==> config.mk <==
export PLATFORM = sky130hd
export DESIGN_NAME = scpc_regs
export DESIGN_NICKNAME = d
export VERILOG_FILES = /design/src/pkg/scpc_pkg.sv /design/src/hw/scpc_buf_reg.sv /design/src/hw/scpc_regs.sv
export SDC_FILE = /design/constraint.sdc
export NUM_CORES = 1
export LEC_CHECK = 0
export BUFFER_PORTS_ARGS = -buffer_cell sky130_fd_sc_hd__buf_2
export CELL_PAD_IN_SITES_DETAIL_PLACEMENT = 1
export CELL_PAD_IN_SITES_GLOBAL_PLACEMENT = 1
export CORE_MARGIN = 1
export CORE_UTILIZATION = 40
export DETAILED_ROUTE_END_ITERATION = 10
export PLACE_DENSITY = 0.74
export SETUP_SLACK_MARGIN = 0.2
export SYNTH_ARGS = -nofsm -noshare
export SYNTH_HDL_FRONTEND = slang
export SYNTH_SLANG_ARGS = --single-unit
export TNS_END_PERCENT = 50
==> constraint.sdc <==
create_clock -name core_clk -period 2.68 [get_ports core_clk]
set_input_delay 0.268 -clock core_clk [delete_from_list [all_inputs] [get_ports core_clk]]
set_output_delay 0.268 -clock core_clk [all_outputs]
set_load 0.03 [all_outputs]
==> src/pkg/scpc_pkg.sv <==
`default_nettype none

// Shared constants for the serial configuration and pump control registers.
package scpc_pkg;

  // Register width on the internal register port.
  localparam int SCPC_DW = 8;

  // Register addresses on the internal register port.
  localparam logic [7:0] SCPC_ADDR_CFG       = 8'h00;
  localparam logic [7:0] SCPC_ADDR_RBSEL     = 8'h04;
  localparam logic [7:0] SCPC_ADDR_UPDATE    = 8'h05;
  localparam logic [7:0] SCPC_ADDR_PUMP_CODE = 8'h0A;
  localparam logic [7:0] SCPC_ADDR_PUMP_CTRL = 8'h0B;

  // Field positions in the serial port configuration register.
  localparam int SCPC_CFG_WIRE_BIT   = 7;
  localparam int SCPC_CFG_ORDER_BIT  = 6;
  localparam int SCPC_CFG_SRST_BIT   = 5;
  localparam int SCPC_CFG_MODE16_BIT = 4;

  // Values that the configuration register shows in its fixed bits, and the order bit after reset.
  localparam logic SCPC_CFG_WIRE_VAL   = 1'b0;
  localparam logic SCPC_CFG_MODE16_VAL = 1'b1;
  localparam logic SCPC_LSB_FIRST_RST  = 1'b0;

  // Readback select and commit strobe bit positions.
  localparam int   SCPC_RBSEL_BIT  = 0;
  localparam logic SCPC_RBSEL_RST  = 1'b0;
  localparam int   SCPC_UPDATE_BIT = 0;

  // Field positions in the pump and detector control register.
  localparam int SCPC_CTRL_CUR_EN_BIT   = 7;
  localparam int SCPC_CTRL_ABL_EN_BIT   = 6;
  localparam int SCPC_CTRL_MODE_HI      = 5;
  localparam int SCPC_CTRL_MODE_LO      = 4;
  localparam int SCPC_CTRL_MODE_EN_BIT  = 3;
  localparam int SCPC_CTRL_FB_EDGE_BIT  = 2;
  localparam int SCPC_CTRL_REF_EDGE_BIT = 1;
  localparam int SCPC_CTRL_VCO_MID_BIT  = 0;

  // Values after reset of the buffered registers.
  localparam logic [7:0] SCPC_PUMP_CODE_RST = 8'h80;
  localparam logic [7:0] SCPC_PUMP_CTRL_RST = 8'h30;

  // Buffered register count and their indices.
  localparam int SCPC_NBUF     = 2;
  localparam int SCPC_BUF_CODE = 0;
  localparam int SCPC_BUF_CTRL = 1;

  // Read answer for addresses outside this group.
  localparam logic [7:0] SCPC_RD_UNMAPPED = 8'h00;

  // Read answer latency in cycles, for reference by the bench.
  localparam int SCPC_RD_LATENCY = 1;

  // Charge pump drive mode encoding.
  typedef enum logic [1:0] {
    SCPC_PUMP_TRISTATE = 2'b00,
    SCPC_PUMP_UP       = 2'b01,
    SCPC_PUMP_DOWN     = 2'b10,
    SCPC_PUMP_NORMAL   = 2'b11
  } scpc_pump_mode_type;

endpackage

`default_nettype wire

==> src/hw/scpc_buf_reg.sv <==
`default_nettype none

// One buffered register: a pending copy written by the host and an
// active copy that the device logic sees after a commit.
module scpc_buf_reg #(
  parameter logic [7:0] RESET_VAL = 8'h00
) (
  input  wire logic       core_clk,
  input  wire logic       clear,
  input  wire logic       wr_en,
  input  wire logic [7:0] wdata,
  input  wire logic       commit,
  output logic      [7:0] shadow_reg,
  output logic      [7:0] active_reg
);

  // The pending copy takes every write; it has no effect on its own.
  always_ff @(posedge core_clk) begin
    if (clear) begin
      shadow_reg <= RESET_VAL;
    end else if (wr_en) begin
      shadow_reg <= wdata;
    end
  end

  // commit copies pending.
  // The active copy moves only on a commit or a clear, so a half-written set of
  // fields never reaches the pump.
  always_ff @(posedge core_clk) begin
    if (clear) begin
      active_reg <= RESET_VAL;
    end else if (commit) begin
      active_reg <= shadow_reg;
    end
  end

endmodule

`default_nettype wire

==> src/hw/scpc_regs.sv <==
`default_nettype none

module scpc_regs (
  input  wire logic                         core_clk,
  input  wire logic                         sys_rst,
  input  wire logic                         reg_wr_en,
  input  wire logic                         reg_rd_en,
  input  wire logic [7:0]                   reg_addr,
  input  wire logic [scpc_pkg::SCPC_DW-1:0] reg_wdata,
  input  wire logic [7:0]                   auto_pump_current,
  input  wire logic [1:0]                   auto_pump_mode,
  input  wire logic [1:0]                   auto_abl_period,
  input  wire logic [1:0]                   abl_field,
  output logic      [scpc_pkg::SCPC_DW-1:0] reg_rdata,
  output logic                              reg_rd_valid,
  output logic                              lsb_first,
  output logic      [7:0]                   pump_current,
  output logic      [1:0]                   pump_drive_mode,
  output logic      [1:0]                   abl_period,
  output logic                              fb_edge_falling,
  output logic                              ref_edge_falling,
  output logic                              vco_midscale_force
);
  import scpc_pkg::*;

  // Stored transfer order bit, the only stored bit of the configuration.
  logic       lsb_first_reg;
  // Readback source: zero reads the active copy, one the pending copy.
  logic       rbsel_reg;
  // One-cycle pulse that restores the stored and buffered registers after a soft reset write.
  logic       soft_rst_reg;
  // One-cycle pulse that moves pending values into the active copies.
  logic       commit_reg;
  // Clear seen by the stored and buffered registers: hardware reset or soft reset.
  logic       clear;
  // Configuration byte as it reads back, mirror included.
  logic [7:0] cfg_view;
  // Upper nibble of the configuration byte.
  logic [3:0] cfg_hi;
  // Read data selected for the current address.
  logic [7:0] rd_next;
  // Pending and active copies of the buffered registers.
  logic [7:0] shadow_q [SCPC_NBUF];
  logic [7:0] active_q [SCPC_NBUF];
  // Per-register write strobes for the buffered group.
  logic [SCPC_NBUF-1:0] buf_wr;
  // Active control byte, named for readability.
  logic [7:0] ctrl_act;
  // Next values of the applied outputs.
  logic [7:0] pump_current_next;
  logic [1:0] pump_mode_next;
  logic [1:0] abl_period_next;

  assign clear = sys_rst | soft_rst_reg;
  assign ctrl_act = active_q[SCPC_BUF_CTRL];

  // Write strobes for the two buffered registers.
  assign buf_wr[SCPC_BUF_CODE] = reg_wr_en && (reg_addr == SCPC_ADDR_PUMP_CODE);
  assign buf_wr[SCPC_BUF_CTRL] = reg_wr_en && (reg_addr == SCPC_ADDR_PUMP_CTRL);

  // The two buffered registers share one structure; only the value after
  // reset differs, so they are built from one loop.
  genvar gi;
  generate
    for (gi = 0; gi < SCPC_NBUF; gi++) begin : g_buf
      scpc_buf_reg #(
        .RESET_VAL (gi == SCPC_BUF_CODE ? SCPC_PUMP_CODE_RST : SCPC_PUMP_CTRL_RST)
      ) u_buf (
        .core_clk   (core_clk),
        .clear      (clear),
        .wr_en      (buf_wr[gi]),
        .wdata      (reg_wdata),
        .commit     (commit_reg),
        .shadow_reg (shadow_q[gi]),
        .active_reg (active_q[gi])
      );
    end
  endgenerate

  // Transfer order bit. A soft reset write also restores it, since the
  // reset pulse in the next cycle overrides whatever was written.
  always_ff @(posedge core_clk) begin
    if (clear) begin
      lsb_first_reg <= SCPC_LSB_FIRST_RST;
    end else if (reg_wr_en && reg_addr == SCPC_ADDR_CFG) begin
      lsb_first_reg <= reg_wdata[SCPC_CFG_ORDER_BIT];
    end
  end

  // Soft reset pulse. It is never stored as a readable bit, so the bit
  // clears itself and reads back as zero.
  always_ff @(posedge core_clk) begin
    if (sys_rst) begin
      soft_rst_reg <= 1'b0;
    end else begin
      soft_rst_reg <= reg_wr_en && (reg_addr == SCPC_ADDR_CFG)
                      && reg_wdata[SCPC_CFG_SRST_BIT];
    end
  end

  // Readback select; only bit 0 is kept, the rest of the byte is dropped.
  always_ff @(posedge core_clk) begin
    if (clear) begin
      rbsel_reg <= SCPC_RBSEL_RST;
    end else if (reg_wr_en && reg_addr == SCPC_ADDR_RBSEL) begin
      rbsel_reg <= reg_wdata[SCPC_RBSEL_BIT];
    end
  end

  // Commit strobe pulse. It lasts one cycle and is never readable.
  always_ff @(posedge core_clk) begin
    if (clear) begin
      commit_reg <= 1'b0;
    end else begin
      commit_reg <= reg_wr_en && (reg_addr == SCPC_ADDR_UPDATE)
                    && reg_wdata[SCPC_UPDATE_BIT];
    end
  end

  // Configuration view: the fixed bits are forced, never stored.
  always_comb begin
    cfg_hi = 4'h0;
    cfg_hi[SCPC_CFG_WIRE_BIT-4] = SCPC_CFG_WIRE_VAL;
    cfg_hi[SCPC_CFG_ORDER_BIT-4] = lsb_first_reg;
    cfg_hi[SCPC_CFG_SRST_BIT-4] = 1'b0;
    cfg_hi[SCPC_CFG_MODE16_BIT-4] = SCPC_CFG_MODE16_VAL;
    cfg_view = {cfg_hi, cfg_hi};
  end

  // Read data select. Buffered registers answer from the copy that the
  // readback select names; unmapped addresses answer zero.
  always_comb begin
    if (reg_addr == SCPC_ADDR_CFG) begin
      rd_next = cfg_view;
    end else if (reg_addr == SCPC_ADDR_RBSEL) begin
      rd_next = {7'h00, rbsel_reg};
    end else if (reg_addr == SCPC_ADDR_UPDATE) begin
      rd_next = 8'h00;
    end else if (reg_addr == SCPC_ADDR_PUMP_CODE) begin
      rd_next = rbsel_reg ? shadow_q[SCPC_BUF_CODE] : active_q[SCPC_BUF_CODE];
    end else if (reg_addr == SCPC_ADDR_PUMP_CTRL) begin
      rd_next = rbsel_reg ? shadow_q[SCPC_BUF_CTRL] : active_q[SCPC_BUF_CTRL];
    end else begin
      rd_next = SCPC_RD_UNMAPPED;
    end
  end

  // Read answer register: data and valid one cycle after the request.
  always_ff @(posedge core_clk) begin
    if (sys_rst) begin
      reg_rdata    <= 8'h00;
      reg_rd_valid <= 1'b0;
    end else begin
      reg_rd_valid <= reg_rd_en;
      if (reg_rd_en) begin
        reg_rdata <= rd_next;
      end
    end
  end

  // Selection between the device's own choice and the programmed value.
  // All enables are active high.
  always_comb begin
    pump_current_next = ctrl_act[SCPC_CTRL_CUR_EN_BIT] ? active_q[SCPC_BUF_CODE]
                                                       : auto_pump_current;
    pump_mode_next = ctrl_act[SCPC_CTRL_MODE_EN_BIT]
                     ? ctrl_act[SCPC_CTRL_MODE_HI:SCPC_CTRL_MODE_LO]
                     : auto_pump_mode;
    abl_period_next = ctrl_act[SCPC_CTRL_ABL_EN_BIT] ? abl_field : auto_abl_period;
  end

  // Applied control outputs, all registered so the analog side sees clean
  // levels; they lag the active copy and the stored order bit by one cycle.
  always_ff @(posedge core_clk) begin
    if (sys_rst) begin
      lsb_first          <= SCPC_LSB_FIRST_RST;
      pump_current       <= SCPC_PUMP_CODE_RST;
      pump_drive_mode    <= SCPC_PUMP_NORMAL;
      abl_period         <= 2'b00;
      fb_edge_falling    <= 1'b0;
      ref_edge_falling   <= 1'b0;
      vco_midscale_force <= 1'b0;
    end else begin
      lsb_first          <= lsb_first_reg;
      pump_current       <= pump_current_next;
      pump_drive_mode    <= pump_mode_next;
      abl_period         <= abl_period_next;
      fb_edge_falling    <= ctrl_act[SCPC_CTRL_FB_EDGE_BIT];
      ref_edge_falling   <= ctrl_act[SCPC_CTRL_REF_EDGE_BIT];
      vco_midscale_force <= ctrl_act[SCPC_CTRL_VCO_MID_BIT];
    end
  end
endmodule

`default_nettype wire

==> results.ini <==
[die]
die_y_um = 81.1
io_pins = 59
die_x_um = 81.1
design.die.area_mm2 = 0.00658
num_rows = 28
start_util = 0.418
core-area_mm2 = 0.00599

[logic_synthesis]
yosysWarnings = 0
synth-async-reset-ratio = 0
synthFlopType = dfxtp_1
synth-seq-cells = 61
synth_cell_types = 37
synth_edf_count = 0
seq_area_frac_synth = 0.488
synthCells = 252
syn-cell-area_mm2 = 0.00250
synth_top_area_share = 0.488
yosysTopAreaCell = dfxtp_1
syn_nets = 286
synthTopCellsByArea = dfxtp_1 (49%), mux2i_1 (12%), mux4_2 (5.4%), nor2_1 (4.8%), nand3_1 (3.8%)
synth_area_per_cell_um2 = 9.94

[drt]
drc = 0
drt_iter0_markers = 59
via_per_inst = 5.25
routed_wl_um = 5850
post_drt_wl_per_cell_um = 15.2
ant_nets = 0
first_pass_iters = 4
vias = 2025

[placement]
gp_congestion = 0.764
dp_hpwl_um = 4200
port_buffers = 58

[pwr]
swShare = 0.263
leakage_nw = 1.14
seq_power_share = 0.526
internal_power_mw = 1.29
pwr-share-clk = 0.397
p_sw_mw = 0.462
ir_worst_vdd_uv = 275
p_per_area_mw_per_mm2 = 593
combinationalPowerShare = 0.077
power_mw = 1.76

[cells_and_area]
ff_latch_area_mm2 = 0.00122
antenna_cells = 0
num-fill-cells = 716
drive_above_1_share = 0.312
multi_input_area_mm2 = 0.00115
area_delta_synth_final_pct = 18.2
fin_nets = 340

[setup_path]
crit_path_start = rbsel_reg$_SDFFE_PP0P_
cp.required_ns = 2.88
end_kind = register
critical_path_class = register to register
path_max_fanout = 8
start_kind = register
r2r_slack_ns = 1.02
timing.rr.start = rbsel_reg$_SDFFE_PP0P_
cp.arrival_ns = 1.86

[global_route]
grt_pass1_wl_um = 9480
grt_max_degree = 29
grt_overflow_total = 0
grt_pass1_vias = 1940
antenna_found_initial = 0
grt_use_total = 0.199

[job]
drv_cap = 0

[clock_tree]
cts_tree = yes
clk_latency_ns = 0.34
clk_pin_slew_ns = 0.07
post-cts-setup-buffer-count = 0
cts-root-buf = clkbuf_8
post_cts_resized = 0
numCtsBuffers = 9
cts_buffer_depth = 2
cts_num_sinks = 61
hold_buffers = 0
htreeDepth = 3

[sta]
fin_hold_ws_ns = 0.159
report.final.slew_viol_count = 0
setup_viol = 0
maxSlewHeadroom = 0.570
fin_skew_ns = 0.00746
max_freq_mhz = 602
fin_crit_ns = 1.66
rsz0062_at_grt = false
fin_setup_tns_ns = 0
finalHoldViolations = 0
period_share = 0.620
worst_pin_slew_ns = 0.640

[hold_path]
hp-class = input pin to register
hp-start = auto_pump_current[3]

[run_status]
run_status = finished clean

[through the flow]
step | instance area (um^2) | instances | worst slack, ns | utilization
floorplan | 2500 | 252 | 1.34 | -
global placement | 2800 | 370 | 0.949 | 0.467
detailed placement | 2800 | 370 | 0.914 | 0.467
CTS | 2960 | 386 | 0.996 | 0.494
global route | 2960 | 386 | 0.900 | 0.494
finish | 2960 | 386 | 1.02 | 0.494
[critical path, stage by stage (launching register included)]
cell and delay, ns:
dfxtp_1 0.62, buf_4 0.25, mux4_2 0.49, nand3_1 0.09, a21oi_1 0.07
[Yosys cell counts, types with 2 or more instances]
cell type and count:
a211o_1 3, a21oi_1 7, a31oi_1 2, buf_1 2, buf_2 7, buf_4 3, clkbuf_1 4, dfxtp_1 61
inv_1 3, mux2i_1 29, mux4_2 6, nand2_1 24, nand3_1 19, nand3_2 2, nor2_1 32, nor2b_1 7
nor3_1 7, o211ai_1 2, o21ai_0 13, o21ai_2 2
[power by group through the flow]
stage / logic (mW) / clock network (mW) / registers (mW)
4_1_cts: 0.137 / 0.716 / 0.924
6_report: 0.135 / 0.697 / 0.924
2_1_floorplan: 0.0535 / 0 / 0.973
3_3_place_gp: 0.134 / 0 / 0.944
3_5_place_dp: 0.136 / 0 / 0.945
5_1_grt: 0.148 / 0.759 / 0.924
[final timing paths]
check,to,cells past startpoint
hold / removal,pump_current[3]$_SDFF_PP0_,3
setup reg to reg,reg_rdata[3]$_SDFFE_PP0P_,4
hold reg to reg,reg_rdata[5]$_SDFFE_PP0P_,2
setup / recovery,reg_rdata[3]$_SDFFE_PP0P_,4
[cells in the final DEF, fill, tap and decap left out, types with 6 or more instances in the layout]
master    instances
buf_2            58
o21ai_0          13
nor2_1           31
a21oi_1           7
nor2b_1           7
nand3_1          19
dfxtp_1          61
nand2_1          24
mux4_2            6
clkbuf_8          9
nor3_1            7
mux2i_1          29
[logic make-up after synthesis]
family                 after synthesis  synth area share
and+or+nand+nor                    100             0.201
DFF                                 61             0.488
buffers and inverters               22            0.0549
AOI/OAI and AO/OA                   34            0.0864
muxes                               35             0.170
[layout make-up]
type / count / share of cell area
Sequential cell: 61 / 0.412
Multi-Input combinational cell: 169 / 0.388
Timing Repair Buffer: 62 / 0.108
Clock buffer: 9 / 0.0418
Tap cell: 75 / 0.0317
Clock inverter: 7 / 0.0144
Inverter: 3 / 0.00380
[metal layers]
layer  vias up  part of all wire  global-route usage
li1        990                 -                   -
met1       978              0.46               0.246
met2        46              0.49               0.328
met3        11             0.039              0.0416
met4         0             0.019               0.102
met5         -                 0                   0
Power figures use the tool's default switching activity.
